<file path="src/llc_pkg.sv">
// Constants, field layout and register map of the logic cell cluster
// Summary of operation
// - Each logic cell has a four-input table realising any four-variable function.
// - Each cell register can act as a D, T, JK or SR flip-flop.
// - A cell register has data, clock, clock-enable and clear inputs.
// - For combinational use the table result bypasses the register to the outputs.
// - Three outputs per cell, each selecting table result or register output.
// - Packed cells, with table and register unrelated, ignore the synchronous load.
// - Feedback lets a register output drive its own cell's table input.
// - A cell can drive registered and unregistered table results together.
// - Registers cascade through a chain path forming a shift register.
// - Normal mode: four inputs feed the table; one is carry-in or fourth input.
// - Arithmetic mode: full adder with carry chain, feedback and packing still work.
// - The carry chain leaves the last cell toward the next cluster.
// - Sixteen cells; the register chain feeds each register to the next.
// - Two clocks, two enables, two clears, one sync clear, one sync load.
// - At most four control signals may come from non-global sources; more still take effect and only set a status bit.
// - Sync clear acts on every register, sync load on every unpacked one, at its next clock edge.
// - Each cluster clock is paired with its own clock enable.
// - Capturing on both edges of one clock consumes both cluster clocks.
// - A low clock enable gates its cluster clock; registers hold.
// - Control signals are picked from six row clock lines or local routing.
// - Only asynchronous clear, from two lines; preset by inverting input and output.
// - Enabled device-wide low reset clears all registers and overrides everything.
package llc_pkg;
    localparam int LLC_CELLS = 16;
    localparam int LLC_ADDR_W = 12;
    localparam int LLC_ROW_CLOCKS = 6;
    localparam int LLC_CTRLS = 8;
    localparam int LLC_MAX_NONGLOBAL = 4;
    // Register map
    localparam logic [11:0] OFS_CELL_CFG = 12'h000;
    localparam logic [11:0] OFS_CTRL_SRC = 12'h040;
    localparam logic [11:0] OFS_CTRL_MODE = 12'h044;
    localparam logic [11:0] OFS_STATUS = 12'h048;
    // Cell configuration word
    localparam int F_MASK = 0;
    localparam int F_FFTYPE = 16;
    localparam int F_OSEL = 18;
    localparam int F_CLKSEL = 21;
    localparam int F_CLRSEL = 22;
    localparam int F_FB = 24;
    localparam int F_ARITH = 25;
    localparam int F_CIN = 26;
    localparam int F_CHAIN = 27;
    localparam int F_PACK = 28;
    localparam int F_INV = 29;
    localparam int CELL_CFG_W = 30;
    localparam logic [1:0] FF_D = 2'h0;
    localparam logic [1:0] FF_T = 2'h1;
    localparam logic [1:0] FF_JK = 2'h2;
    localparam logic [1:0] FF_SR = 2'h3;
    // Control signal slots, three source bits each
    localparam int C_CLK1 = 0;
    localparam int C_CLK2 = 1;
    localparam int C_ENA1 = 2;
    localparam int C_ENA2 = 3;
    localparam int C_CLR1 = 4;
    localparam int C_CLR2 = 5;
    localparam int C_SCLR = 6;
    localparam int C_SLOAD = 7;
    localparam int CTRL_SRC_W = 24;
    localparam logic [2:0] SRC_LOCAL = 3'h6;
    localparam logic [2:0] SRC_UNUSED = 3'h7;
    localparam logic [23:0] CTRL_SRC_RST = 24'hfffff8;
    // Mode register
    localparam int M_CLK1_FALL = 0;
    localparam int M_CLK2_FALL = 1;
    localparam int M_DEVRST_EN = 2;
    localparam int MODE_W = 3;
    localparam logic [2:0] CTRL_MODE_RST = 3'h4;
    // Status word
    localparam int S_Q = 0;
    localparam int S_NONGLOBAL_OVER = 16;
    localparam int S_BOTH_EDGES = 17;
    localparam int S_SLOAD_BLOCKED = 18;
    localparam int S_USED = 19;
endpackage : llc_pkg

</file>
<file path="src/llc_cluster.sv">
// Sixteen-cell logic cluster with shared control logic and APB configuration
module llc_cluster
    import llc_pkg::*;
(
    input wire logic clk,
    input wire logic nrst,
    input wire logic ce,
    input wire logic device_wide_reset_n,
    input wire logic psel,
    input wire logic penable,
    input wire logic pwrite,
    input wire logic [LLC_ADDR_W-1:0] paddr,
    input wire logic [31:0] pwdata,
    output logic [31:0] prdata,
    output logic pready,
    output logic pslverr,
    input wire logic [LLC_ROW_CLOCKS-1:0] row_clock,
    input wire logic [LLC_CTRLS-1:0] local_ctrl,
    input wire logic [4*LLC_CELLS-1:0] cell_data,
    input wire logic carry_in,
    input wire logic chain_in,
    output logic [LLC_CELLS-1:0] route_out_a,
    output logic [LLC_CELLS-1:0] route_out_b,
    output logic [LLC_CELLS-1:0] local_out,
    output logic carry_out,
    output logic chain_out
);

    typedef struct packed {
        logic [LLC_CELLS-1:0][CELL_CFG_W-1:0] cfg;
        logic [CTRL_SRC_W-1:0] src;
        logic [MODE_W-1:0] mode;
        logic [1:0] clk_prev;
        logic [LLC_CELLS-1:0] q;
        logic [31:0] rdata;
    } llc_state_s;

    localparam llc_state_s ST_RST = '{cfg: '0, src: CTRL_SRC_RST,
        mode: CTRL_MODE_RST, clk_prev: 2'h0, q: '0, rdata: 32'h0};

    llc_state_s st;
    llc_state_s next_st;

    logic [LLC_CTRLS-1:0] ctl;
    logic [1:0] clk_ev;
    logic [1:0] ena;
    logic devrst;
    logic sclr_on;
    logic sload_on;
    logic [LLC_CELLS:0] carry;
    logic [LLC_CELLS-1:0] lut_out;
    logic [LLC_CELLS-1:0] q_eff;
    logic [LLC_CELLS-1:0] q_vis;
    logic [LLC_CELLS-1:0] clr_vec;
    logic [LLC_CELLS-1:0] upd;
    logic [LLC_CELLS-1:0] reg_d;
    logic [LLC_CELLS-1:0] chain_src;
    logic [LLC_CELLS-1:0] ff_next;
    logic [3:0] nonglobal_cnt;
    logic [3:0] used_cnt;
    logic both_edges;
    logic sload_blocked;
    logic apb_access;
    logic apb_setup;
    logic sel_cell;
    logic mapped;
    logic [31:0] rd_mux;

    function automatic logic lut4(input logic [15:0] mask,
                                  input logic [3:0] idx);
        return mask[idx];
    endfunction : lut4

    // Unused enables read as high so an unused enable never blocks its clock
    function automatic logic pick_src(input logic [2:0] code,
                                      input logic [5:0] row,
                                      input logic loc,
                                      input logic unused_val);
        logic v;
        v = unused_val;
        if (code < 3'h6) begin
            v = row[code];
        end else if (code == SRC_LOCAL) begin
            v = loc;
        end
        return v;
    endfunction : pick_src

    // Control generation and cluster checks
    always_comb begin
        nonglobal_cnt = 4'h0;
        used_cnt = 4'h0;
        for (int k = 0; k < LLC_CTRLS; k++) begin
            ctl[k] = pick_src(st.src[3*k +: 3], row_clock, local_ctrl[k],
                              (k == C_ENA1) || (k == C_ENA2));
            if (st.src[3*k +: 3] == SRC_LOCAL) begin
                nonglobal_cnt = nonglobal_cnt + 4'h1;
            end
            if (st.src[3*k +: 3] != SRC_UNUSED) begin
                used_cnt = used_cnt + 4'h1;
            end
        end
        clk_ev[0] = st.mode[M_CLK1_FALL] ? (st.clk_prev[0] & ~ctl[C_CLK1])
                                         : (~st.clk_prev[0] & ctl[C_CLK1]);
        clk_ev[1] = st.mode[M_CLK2_FALL] ? (st.clk_prev[1] & ~ctl[C_CLK2])
                                         : (~st.clk_prev[1] & ctl[C_CLK2]);
        ena[0] = ctl[C_ENA1];
        ena[1] = ctl[C_ENA2];
        devrst = st.mode[M_DEVRST_EN] & ~device_wide_reset_n;
        sclr_on = ctl[C_SCLR];
        sload_on = ctl[C_SLOAD];
        // Both edges of one source take both clock slots
        both_edges = (st.src[3*C_CLK1 +: 3] == st.src[3*C_CLK2 +: 3])
                     && (st.src[3*C_CLK1 +: 3] != SRC_UNUSED)
                     && (st.mode[M_CLK1_FALL] != st.mode[M_CLK2_FALL]);
        sload_blocked = 1'b0;
        for (int i = 0; i < LLC_CELLS; i++) begin
            if (st.cfg[i][F_PACK] && st.src[3*C_SLOAD +: 3] != SRC_UNUSED) begin
                sload_blocked = 1'b1;
            end
        end
    end

    // Cell datapath
    always_comb begin
        logic [CELL_CFG_W-1:0] c;
        logic a;
        logic b;
        logic in2;
        logic in3;
        logic dv;
        c = '0;
        a = 1'b0;
        b = 1'b0;
        in2 = 1'b0;
        in3 = 1'b0;
        dv = 1'b0;
        carry[0] = carry_in;
        for (int i = 0; i < LLC_CELLS; i++) begin
            c = st.cfg[i];
            clr_vec[i] = ((c[F_CLRSEL +: 2] == 2'h1) & ctl[C_CLR1])
                       | ((c[F_CLRSEL +: 2] == 2'h2) & ctl[C_CLR2]);
            // Clear reaches the outputs in the same cycle, not at the edge
            q_eff[i] = (clr_vec[i] | devrst) ? 1'b0 : st.q[i];
            q_vis[i] = q_eff[i] ^ c[F_INV];
        end
        // Cell 0 takes the chain from the previous cluster
        chain_src = {q_eff[LLC_CELLS-2:0], chain_in};
        for (int i = 0; i < LLC_CELLS; i++) begin
            c = st.cfg[i];
            a = cell_data[4*i];
            b = cell_data[4*i+1];
            in2 = c[F_FB] ? q_vis[i] : cell_data[4*i+2];
            in3 = (c[F_CIN] | c[F_ARITH]) ? carry[i]
                                          : cell_data[4*i+3];
            lut_out[i] = lut4(c[F_MASK +: 16], {in3, in2, b, a});
            if (c[F_ARITH]) begin
                carry[i+1] = (a & b) | (carry[i] & (a ^ b));
            end else begin
                carry[i+1] = carry[i];
            end
            if (c[F_CHAIN]) begin
                reg_d[i] = chain_src[i];
            end else if (c[F_PACK]) begin
                reg_d[i] = cell_data[4*i+3];
            end else begin
                reg_d[i] = lut_out[i];
            end
            dv = reg_d[i] ^ c[F_INV];
            case (c[F_FFTYPE +: 2])
                FF_D: ff_next[i] = dv;
                FF_T: ff_next[i] = st.q[i] ^ dv;
                FF_JK: ff_next[i] = (dv & ~st.q[i]) | (~b & st.q[i]);
                FF_SR: ff_next[i] = b ? 1'b0 : (dv | st.q[i]);
                default: ff_next[i] = dv;
            endcase
            upd[i] = clk_ev[c[F_CLKSEL]] & ena[c[F_CLKSEL]];
            route_out_a[i] = c[F_OSEL] ? q_vis[i] : lut_out[i];
            route_out_b[i] = c[F_OSEL+1] ? q_vis[i] : lut_out[i];
            local_out[i] = c[F_OSEL+2] ? q_vis[i] : lut_out[i];
        end
        carry_out = carry[LLC_CELLS];
        chain_out = q_eff[LLC_CELLS-1];
    end

    // APB decode; no wait states while ce is high, read data latched in the setup cycle
    assign apb_access = psel & penable;
    assign apb_setup = psel & ~penable;
    assign sel_cell = (paddr[LLC_ADDR_W-1:6] == OFS_CELL_CFG[LLC_ADDR_W-1:6]);
    assign mapped = sel_cell || paddr == OFS_CTRL_SRC
                    || paddr == OFS_CTRL_MODE || paddr == OFS_STATUS;
    assign pready = ce;
    assign pslverr = apb_access & ~mapped;
    assign prdata = st.rdata;

    always_comb begin
        rd_mux = 32'h0;
        if (sel_cell) begin
            rd_mux[CELL_CFG_W-1:0] = st.cfg[paddr[5:2]];
        end else if (paddr == OFS_CTRL_SRC) begin
            rd_mux[CTRL_SRC_W-1:0] = st.src;
        end else if (paddr == OFS_CTRL_MODE) begin
            rd_mux[MODE_W-1:0] = st.mode;
        end else if (paddr == OFS_STATUS) begin
            rd_mux[S_Q +: LLC_CELLS] = q_eff;
            rd_mux[S_NONGLOBAL_OVER] =
                nonglobal_cnt > 4'(LLC_MAX_NONGLOBAL);
            rd_mux[S_BOTH_EDGES] = both_edges;
            rd_mux[S_SLOAD_BLOCKED] = sload_blocked;
            rd_mux[S_USED +: 4] = used_cnt;
        end
    end

    always_comb begin
        next_st = st;
        next_st.clk_prev = {ctl[C_CLK2], ctl[C_CLK1]};
        if (apb_setup) begin
            next_st.rdata = rd_mux;
        end
        if (apb_access && pwrite && mapped) begin
            if (sel_cell) begin
                next_st.cfg[paddr[5:2]] = pwdata[CELL_CFG_W-1:0];
            end else if (paddr == OFS_CTRL_SRC) begin
                next_st.src = pwdata[CTRL_SRC_W-1:0];
            end else if (paddr == OFS_CTRL_MODE) begin
                next_st.mode = pwdata[MODE_W-1:0];
            end
        end
        for (int i = 0; i < LLC_CELLS; i++) begin
            if (devrst || clr_vec[i]) begin
                next_st.q[i] = 1'b0;
            end else if (upd[i]) begin
                if (sclr_on) begin
                    next_st.q[i] = 1'b0;
                end else if (sload_on && !st.cfg[i][F_PACK]) begin
                    next_st.q[i] = cell_data[4*i+3]
                                   ^ st.cfg[i][F_INV];
                end else begin
                    next_st.q[i] = ff_next[i];
                end
            end
        end
    end

    always_ff @(posedge clk or negedge nrst) begin
        if (!nrst) begin
            st <= ST_RST;
        end else if (ce) begin
            st <= next_st;
        end
    end

    logic quiet0;
    assign quiet0 = !devrst && !clr_vec[0] && !sclr_on && !sload_on;
endmodule : llc_cluster

</file>
<file path="config.mk">
export PLATFORM = sky130hd
export DESIGN_NAME = llc_cluster
export DESIGN_NICKNAME = d
export VERILOG_FILES = /design/src/llc_pkg.sv /design/src/llc_cluster.sv
export SDC_FILE = /design/constraint.sdc
export NUM_CORES = 1
export LEC_CHECK = 0
export ABC_AREA = 1
export BUFFER_PORTS_ARGS = -buffer_cell sky130_fd_sc_hd__buf_2
export CORE_ASPECT_RATIO = 1.5
export CORE_MARGIN = 2
export CORE_UTILIZATION = 50
export CTS_BUF_LIST = sky130_fd_sc_hd__clkbuf_8
export CTS_CLUSTER_SIZE = 40
export DETAILED_ROUTE_END_ITERATION = 10
export GPL_ROUTABILITY_DRIVEN = 0
export PLACE_DENSITY = 0.66
export SLEW_MARGIN = 10
export SYNTH_ARGS = -nofsm -noshare
export SYNTH_HDL_FRONTEND = slang
export SYNTH_SLANG_ARGS = --single-unit
</file>
<file path="constraint.sdc">
create_clock -name clk -period 6.1 [get_ports clk]
set_input_delay 0.915 -clock clk [delete_from_list [all_inputs] [get_ports clk]]
set_output_delay 0.915 -clock clk [all_outputs]
set_load 0.05 [all_outputs]
</file>
# Word level (Yosys, flattened, before mapping)
# Cells that the tools add are included.
dict set report word_totals {
  in_bits 131
  word_cells 1078
  out_inout_bits 84
  register_bits 555
}
dict set report op_classes {
  bitwise 337
  n_eq_ne 101
  reduce_logical 125
  n_lt_le_gt_ge 51
  n_mux 414
  add_sub_neg 14
}
# operator count
set ops {}
lappend ops {{$bwmux 480} 1}
lappend ops {{$mux 1} 349}
lappend ops {{$and 1x1->1} 120}
lappend ops {{$bmux 30 s4} 1}
lappend ops {{$demux 30 s4} 1}
lappend ops {{$eq 2x2->1 const B} 48}
lappend ops {{$or 1x1->1} 96}
lappend ops {{$lt 4x5->1 const B} 17}
lappend ops {{$xor 1x1->1} 80}
lappend ops {{$bmux 1 s4} 16}
lappend ops {{$eq 2x1->1 const B} 32}
lappend ops {{$pmux 1 s4} 16}
lappend ops {{$mux 30} 2}
lappend ops {{$add 4x1->4 const B} 14}
lappend ops {{$mux 4} 14}
lappend ops {{$mux 23} 2}
lappend ops {{$not 1->1} 41}
lappend ops {{$logic_and 1x1->1} 37}
lappend ops {{$eq 12x7->1 const B} 3}
lappend ops {{$reduce_and 2->1} 17}
lappend ops {{$logic_not 2->1} 16}
lappend ops {{$lt 1x2->1 const B} 16}
lappend ops {{$lt 3x4->1 const B} 8}
lappend ops {{$reduce_bool 2->1} 16}
lappend ops {{18 further kinds} 79}

# Logic depth before layout (Yosys ltp)
# Gate-level depths: netlist of the first run.
dict set report depth {
  ltp_word 59
  depth_mapped 50
  ltp_nobuf 50
}

# Least setup slack after synthesis of the first run
# No wires, ideal clock.
dict set report synth_timing {
  path_type {input-to-output}
  start {input row_clock[5]}
  end {output local_out[15]}
  path_slack_ns 0.929
  path_buffers 2
  required_ns 5.185
  arrival_ns 4.256
  path_stages 16
  cell_sequence {buf_2 > a21oi_1 > nor3_1 > nor3b_4 > buf_6 > nor3_1 > a311o_1 > nor2_2 > nand2_1 > nand2_1 > nand2_1 > o21ai_2 > a31oi_1 > nand3_1 > nand2_1 > o21ai_0}
}
dict set report synth_between {
  elab_chain_len 12
  word_cells_on_any_way 16
  classes_between {mux: 11; bitwise: 5}
}
# element line_no
set synth_lines {}
lappend synth_lines {{start: declaration} llc_cluster.sv:17} ;# input wire logic [LLC_ROW_CLOCKS-1:0] row_clock,
lappend synth_lines {{$bmux 1 s3} llc_cluster.sv:82} ;# v = row[code];
lappend synth_lines {{$mux 1 (not written as such)} llc_cluster.sv:82}
lappend synth_lines {{$mux 1} llc_cluster.sv:81} ;# if (code < 3'h6) begin
lappend synth_lines {{$and 1x1->1, on equally long branches} {llc_cluster.sv:141, llc_cluster.sv:142}}
lappend synth_lines {{$or 1x1->1 (*)} llc_cluster.sv:142} ;# | ((c[F_CLRSEL +: 2] == 2'h2) & ctl[C_CLR2]);
lappend synth_lines {{$or 1x1->1 (*)} llc_cluster.sv:144} ;# q_eff[i] = (clr_vec[i] | devrst) ? 1'b0 : st.q[i];
lappend synth_lines {{$mux 1 (*)} llc_cluster.sv:144}
lappend synth_lines {{via chain_out} llc_cluster.sv:26} ;# output logic chain_out
lappend synth_lines {{$xor 1x1->1 (*)} llc_cluster.sv:145} ;# q_vis[i] = q_eff[i] ^ c[F_INV];
lappend synth_lines {{$mux 1} llc_cluster.sv:153} ;# in2 = c[F_FB] ? q_vis[i] : cell_data[4*i+2];
lappend synth_lines {{$bmux 1 s4} llc_cluster.sv:71} ;# return mask[idx];
lappend synth_lines {{$mux 1 (not written as such)} llc_cluster.sv:71}
lappend synth_lines {{$mux 1 (*)} llc_cluster.sv:180} ;# local_out[i] = c[F_OSEL+2] ? q_vis[i] : lut_out[i];
lappend synth_lines {{end: declaration} llc_cluster.sv:24} ;# output logic [LLC_CELLS-1:0] local_out,
# Mark *: on every way through the listed nets, which the timed path passes. The rest lies on a longest branch. The select of a mux whose other input is x is not followed.

# Worst setup path in the final report of the first run
dict set report layout_timing {
  start {input cell_data[0]}
  end {output route_out_b[14]}
}
dict set report layout_between {
  elab_chain_len 47
  word_cells_on_any_way 48
  classes_between {mux: 18; bitwise: 30}
}
# element line_no
set layout_lines {}
lappend layout_lines {{start: declaration} llc_cluster.sv:19} ;# input wire logic [4*LLC_CELLS-1:0] cell_data,
lappend layout_lines {{$xor 1x1->1} llc_cluster.sv:158} ;# carry[i+1] = (a & b) | (carry[i] & (a ^ b));
lappend layout_lines {{$and 1x1->1} llc_cluster.sv:158}
lappend layout_lines {{$or 1x1->1 (*)} llc_cluster.sv:158}
lappend layout_lines {{$mux 1 (*)} llc_cluster.sv:157} ;# if (c[F_ARITH]) begin
lappend layout_lines {{$and 1x1->1} llc_cluster.sv:158}
lappend layout_lines {{$or 1x1->1} llc_cluster.sv:158}
lappend layout_lines {{$mux 1 (*)} llc_cluster.sv:157}
lappend layout_lines {{$and 1x1->1} llc_cluster.sv:158}
lappend layout_lines {{(+31 left out)} n/a}
lappend layout_lines {{$mux 1 (*)} llc_cluster.sv:157}
lappend layout_lines {{$and 1x1->1} llc_cluster.sv:158}
lappend layout_lines {{$or 1x1->1} llc_cluster.sv:158}
lappend layout_lines {{$mux 1 (*)} llc_cluster.sv:157}
lappend layout_lines {{$mux 1 (*)} llc_cluster.sv:154} ;# in3 = (c[F_CIN] | c[F_ARITH]) ? carry[i]
lappend layout_lines {{$bmux 1 s4 (*)} llc_cluster.sv:71}
lappend layout_lines {{$mux 1 (not written as such) (*)} llc_cluster.sv:71}
lappend layout_lines {{$mux 1 (*)} llc_cluster.sv:179} ;# route_out_b[i] = c[F_OSEL+1] ? q_vis[i] : lut_out[i];
lappend layout_lines {{end: declaration} llc_cluster.sv:23} ;# output logic [LLC_CELLS-1:0] route_out_b,
# Mark *: on every way between the ends. The rest lies on a longest branch, timed or not. The select of a mux whose other input is x is not followed.

==> results of run 1 <==
==> path summary, 6_finish.rpt <==
kind	depth (start not counted)	slack [ps]	start	endpoint
setup / recovery	38	440	cell_data[0]	route_out_b[14]
hold / removal	1	140	nrst	st[200]
setup reg to reg	23	1120	st[58]	prdata[16]
hold reg to reg	2	480	prdata[24]	prdata[24]
max in group asynchronous	2	4620	nrst	st[399]
min in group clk	2	480	prdata[24]	prdata[24]
==> cells in the final DEF, fill, tap and decap left out, drive strengths merged, types with 28 or more instances in the layout <==
master | synthesis | layout
nand2 | 1020 | 1020
o21ai | 816 | 816
dfrtp | 533 | 533
inv | 344 | 385
buf | 49 | 291
nor2 | 211 | 211
a22oi | 201 | 201
a21oi | 170 | 170
clkbuf | 220 | 115
nand3 | 106 | 106
o221ai | 46 | 46
ha | 46 | 46
o22ai | 40 | 40
nor3 | 31 | 31
xor2 | 28 | 28
==> critical path: cells and delay by family <==
family,cells,cell delay [ps]
adder cells (fa/ha/maj),1,280
AND/OR/NAND/NOR,31,2350
buffers and inverters,4,700
AO/OA/AOI/OAI,2,490
==> sequential cells by signal, indices dropped and copies added (netlist names) <==
| register | cells |
|---|---|
| prdata | 30 |
| st | 525 |
==> layout make-up <==
type | instances | area, µm²
Clock buffer | 115 | 1583
Clock inverter | 47 | 226.5
Inverter | 345 | 1296
Antenna cell | 4 | 10.01
Timing Repair Buffer | 291 | 1757
Tap cell | 798 | 998.5
Sequential cell | 555 | 13920
Fill cell | 6104 | 27250
Multi-Input combinational cell | 2944 | 15320
==> metrics by stage <==
stage	utilization (%)	total power, mW	instance area, µm²	std cells
2_1_floorplan	-	4.479	31540	4113
3_3_place_gp	53.38	4.988	33290	4933
3_5_place_dp	53.38	4.999	33290	4933
4_1_cts	56.28	8.267	35100	5095
5_1_grt	56.28	8.513	35100	5096
6_report	56.30	8.274	35110	5099
==> metal layers <==
| layer | vias to the layer above | routed length, µm |
|---|---|---|
| met5 | - | 96 |
| met4 | 14 | 10760 |
| met3 | 488 | 13470 |
| met2 | 1981 | 58980 |
| met1 | 15149 | 48130 |
| li1 | 14298 | - |
==> synthesized netlist by cell type (all sizes together), types with 4 or more instances <==
| cell type | instances |
|---|---|
| ha | 46 |
| clkbuf | 220 |
| o41ai | 5 |
| o221ai | 46 |
| dfrtp | 533 |
| nand3b | 6 |
| xnor2 | 11 |
| buf | 49 |
| a22oi | 201 |
| a22o | 16 |
| nor4 | 10 |
| o2111ai | 8 |
| nand3 | 106 |
| a21oi | 170 |
| nand4 | 19 |
| dfstp | 22 |
| a31oi | 7 |
| a311o | 5 |
| a221oi | 13 |
| or2 | 26 |
| nor3 | 31 |
| a2111oi | 10 |
| o21ai | 816 |
| a41oi | 6 |
| o22ai | 40 |
| o211ai | 16 |
| inv | 344 |
| o22a | 4 |
| o31ai | 20 |
| nand2 | 1020 |
| nor2 | 211 |
| a211oi | 7 |
| xor2 | 28 |
| a21boi | 20 |
==> logic make-up (layout without fill, tap and decap cells) <==
| kind of cell | count (synthesis) | count (layout) |
|---|---|---|
| buffers and inverters | 614 | 798 |
| other | 1 | 6 |
| adders and majority gates | 46 | 46 |
| and+or+nand+nor | 1432 | 1432 |
| muxes | 5 | 5 |
| xor gates and xnor gates | 39 | 39 |
| DFF | 555 | 555 |
| AOI/OAI and AO/OA | 1420 | 1420 |
==> power groups by stage <==
| stage | sequential [mW] | clock [mW] | combinational, mW |
|---|---|---|---|
| after floorplan | 3.81 | 0 | 0.668 |
| after global placement | 3.82 | 0 | 1.17 |
| after detailed placement | 3.82 | 0 | 1.17 |
| after CTS | 3.76 | 3.33 | 1.18 |
| after global routing | 3.76 | 3.49 | 1.26 |
| final | 3.76 | 3.31 | 1.20 |
==> reports/metrics.yaml, run 1 <==
status: "finished, final reports clean"
final_nets: 4403
synth-simple-area-share_pct: 18.33
yosys.area_share.xor_xnor_pct: 1.131
critical_path.endpoint_type: "output port"
synth_top_flop_cell: "dfrtp_1"
max_cap_viol_count: 0
drt_iter0_drc: 4169
cpMaxStageDelayCell: "buf_2"
async_flop_share_pct: 100.0
place_ws_ps: 581.7
swShare_pct: 31.26
grt_util_met3_pct: 8.969
fp-row-count: 112
synth_area_leaders: "dfrtp_1, nand2_1, o21ai_0, a22oi_1, inv_1"
die_area_um2: 65150
finalSetupTns_ps: 0
dr.pass1.iters: 6
grt_max_degree: 160
slowest_delay_ps: 320
die_x_um: 209.1
setup_violations: 0
clkLatencyLatePin_ps: 740
fin_crit_sh_pct: 92.86
ant_nets: 0
grt.met2_usage_pct: 62.24
p_leak_nw: 15.61
synth_top_area_share_pct: 42.29
hold_viol: 0
clockBufferDepth: 3
die_y_um: 311.6
period_needed_ps: 5665
holdWs_ps: 135.3
p_int_mw: 5.687
synth_largest_area_cell: "dfrtp_1"
synthAdderAreaFrac_pct: 1.825
overflow: 0
cts_sinks: 555
cts.hold.buffers_added: 0
fmax_mhz: 176.5
grt_usage_pct: 40.01
synth_compound_area_share_pct: 26.66
worstPathMaxFanout: 12
io_buffers: 210
start_util_pct: 50.58
drt-total-wl_um: 131400
ir_drop_v: 0.0001649
startpoint_type: "input pin"
critPathKind: "in -> out"
required_ps: 5180
cts_buffers: 89
layout-drive-gt1-share_pct: 12.80
yosys_warnings: 0
cpMostUsedCell: "nand2_1"
synth_edf_count: 0
combinationalPowerShare_pct: 14.5
cts_resized: 0
post_drt_wl_per_cell_um: 25.78
finClkSkew_ps: 31.24
grt_use_met1_pct: 49.31
htree_levels: 3
synth.area.mux_share_pct: 0.1666
yosysUniqueCellTypes: 66
route.detailed.drc: 0
avgViaCountPerCell: 6.262
synth_area_per_cell_um2: 7.670
timing.slew.headroom_pct: 12.78
p_switching_mw: 2.587
hold_path_class: "in -> async"
synthesis.area_um2: 31540
dp_hpwl_um: 93490
cp.arrival_ps: 4750
post_cts_buffers: 0
rsz0062_at_grt: "false"
synth_top_family_by_area: "compound AO/OA/AOI/OAI gates"
slew_viol_final: 0
ys_seq_area_share_pct: 44.12
grt_pass1_wl_um: 192200
seq_power_share_pct: 45.4
root_buffer: "clkbuf_8"
num_vias: 31930
grt_pass1_vias: 29659
antenna_found_initial: 9
worst_slack_ps: 435.3
core_area_um2: 62360
syn_to_final_growth_pct: 11.31
pwr-share-clk_pct: 40.0
top_usage_layer: "met2"
path_clk_slew_ps: 70
worst_slew_pin_slew_ps: 1305
ys_seq_elements: 555
power.density_nw_per_um2: 235.7
ioPinCount: 215
synthCells: 4112
cts_tree: "yes"
Note: power is estimated with default switching activity, not from simulation.
==> run 2: changes to the inputs <==
BUFFER_PORTS_ARGS = -buffer_cell sky130_fd_sc_hd__buf_4   (was -buffer_cell sky130_fd_sc_hd__buf_2)
==> run 2 against run 1 <==
Final cell count down 0.14%. Clock-buffer cell count down 7. Total power down 0.22%. Global-route usage up 0.28 points. Clock power down 2%. Combinational power up 5%. Critical path depth down 20. Critical endpoint is now route_out_a[1]. Largest power group unchanged.
==> reports/metrics.yaml, run 2 (synthesis results as in run 1) <==
status: "finished, final reports clean"
largest_reg_flops: 525  # unchanged
top_register: "st"
fp-row-count: 112  # unchanged
path_clk_slew_ps: 60  # about the same
final_common_cell: "nand2_1"
hold_viol: 0  # unchanged
cpMostUsedCell: "nand2_1"
num_vias: 31990  # +0.19%
dr.pass1.iters: 6  # unchanged
cpMaxStageDelayCell: "dfstp_2"
max_cap_viol_count: 0  # unchanged
cp.arrival_ps: 4780  # +30 ps
ioPinCount: 215  # unchanged
clkLatencyLatePin_ps: 730  # about the same
critical_path.endpoint_type: "output port"
grt_pass1_wl_um: 193600  # +0.76%
dp_hpwl_um: 94230  # +0.79%
grt_max_degree: 138  # -14%
layout-drive-gt1-share_pct: 12.68  # -0.12 points
grt_usage_pct: 40.29  # +0.28 points
worst_slack_ps: 409.6  # -25.67 ps
critPathKind: "reg -> out"
grt_pass1_vias: 29948  # +0.97%
route.detailed.drc: 0  # unchanged
p_leak_nw: 15.68  # +0.45%
setup_violations: 0  # unchanged
cts_buffers: 89  # unchanged
syn_to_final_growth_pct: 12.56
timing.slew.headroom_pct: 20.09  # +7.3 points
worstPathMaxFanout: 9  # -3
post_cts_buffers: 0  # unchanged
fmax_mhz: 175.7  # -0.45%
overflow: 0  # unchanged
startpoint_type: "register"
place_ws_ps: 671.5  # +89.85 ps
path_cells: "inv_2 > o21ai_2 > a21oi_2 > nor3b_4 > buf_4 > nor3_2 > nor2_1 > nand2_1 > nor2_2 > or2_1 > nand2_1 > nand2_1 > o21ai_2 > inv_2 > nor2_1 > o32a_2 > o21ai_0 > buf_4"
final_nets: 4400  # -0.068%
avgViaCountPerCell: 6.282  # +0.33%
die_y_um: 311.6  # unchanged
layout_common_cells: "nand2_1, o21ai_0, dfrtp_1, inv_1, buf_4"
power.density_nw_per_um2: 232.5  # -1.3%
swShare_pct: 31.19  # -0.073 points
pwr-share-clk_pct: 39.2  # -0.8 points
rr_startpoint: "st[58]"
io_buffers: 210  # unchanged
antenna_found_initial: 12  # +3
finClkSkew_ps: 34.72  # +3.474 ps
die_area_um2: 65150  # unchanged
drt_iter0_drc: 4236  # +1.6%
fin_crit_sh_pct: 93.28  # +0.42 points
root_buffer: "clkbuf_8"
htree_levels: 3  # unchanged
cp_top_family: "simple AND/OR/NAND/NOR gates"
core_area_um2: 62360  # unchanged
worst_slew_pin_slew_ps: 1168  # -136.6 ps
cts_tree: "yes"
hold_path_class: "in -> async"
cts_sinks: 555  # unchanged
p_switching_mw: 2.575  # -0.46%
cp-startpoint: "st[65]"
seq_power_share_pct: 45.6  # +0.2 points
die_x_um: 209.1  # unchanged
cts.hold.buffers_added: 0  # unchanged
post_drt_wl_per_cell_um: 26.00  # +0.88%
combinationalPowerShare_pct: 15.3  # +0.8 points
cts_resized: 0  # unchanged
clockBufferDepth: 3  # unchanged
p_int_mw: 5.681  # -0.12%
ant_nets: 0  # unchanged
ir_drop_v: 0.0001990  # +21%
slew_viol_final: 0  # unchanged
start_util_pct: 50.58  # unchanged
holdWs_ps: 136.9  # +1.655 ps
required_ps: 5180  # about the same
path_buf_inv: 4  # unchanged
drt-total-wl_um: 132400  # +0.74%
period_needed_ps: 5690  # +25.67 ps
slowest_delay_ps: 640  # +320 ps
finalSetupTns_ps: 0  # unchanged
fin_util_pct: 56.93  # +0.64 points
rsz0062_at_grt: "false"
[run 2: cell types whose count changed in the layout (fill, tap and decap cells not counted), moves of 2 or more]
| cell | previous run | this run |
|---|---|---|
| clkinvlp_4 | 1 | 5 |
| clkinv_2 | 4 | 7 |
| buf_4 | 74 | 282 |
| buf_2 | 209 | 0 |
| inv_1 | 363 | 361 |
| clkbuf_8 | 115 | 108 |
| buf_12 | 7 | 5 |
| inv_8 | 2 | 0 |
[run 2: path summary, 6_finish.rpt]
kind / endpoint / slack (ps) / depth (start not counted)
hold reg to reg: prdata[27] / 490 / 2
setup reg to reg: prdata[16] / 1040 / 23
setup / recovery: route_out_a[1] / 410 / 18
max in group asynchronous: st[556] / 4730 / 2
hold / removal: st[267] / 140 / 1
min in group clk: prdata[27] / 490 / 2
[run 2: power groups by stage]
stage / logic (mW) / registers (mW) / clock network (mW)
after global placement: 1.22 / 3.83 / 0
after global routing: 1.32 / 3.76 / 3.41
after CTS: 1.24 / 3.76 / 3.26
after detailed placement: 1.23 / 3.83 / 0
final: 1.26 / 3.76 / 3.23
after floorplan: 0.668 / 3.81 / 0
[run 2: area by class of cell]
| type | instances | area (µm²) |
|---|---|---|
| Sequential cell | 555 | 13920 |
| Clock buffer | 108 | 1486 |
| Timing Repair Buffer | 288 | 2232 |
| Antenna cell | 5 | 12.51 |
| Inverter | 345 | 1296 |
| Clock inverter | 49 | 246.5 |
| Multi-Input combinational cell | 2944 | 15310 |
| Tap cell | 798 | 998.5 |
| Fill cell | 6027 | 26860 |
[run 2: routing by layer]
| metal | wire length, µm | global-route usage, % | share of wire, % |
|---|---|---|---|
| met5 | 75 | 0 | 0.057 |
| met4 | 11860 | 31.54 | 9.0 |
| met3 | 14010 | 8.566 | 11 |
| met2 | 58990 | 62.42 | 45 |
| met1 | 47470 | 48.88 | 36 |
[run 2: worst reg2reg max path: cells and delay by family, from the launching register on]
kind            cells  cell delay, ps
mux                 1             300
buf+inv             4             280
compound gates      3             710
flops               1             590
simple gates        9            1270
fa+ha+maj           6            1770
[run 2: per-stage QoR]
stage          total power, mW  area (µm²)  cells
6_report                 8.256       35500   5092
2_1_floorplan            4.479       31540   4113
3_3_place_gp             5.048       33760   4930
5_1_grt                  8.496       35500   5089
4_1_cts                  8.256       35490   5087
3_5_place_dp             5.057       33760   4930
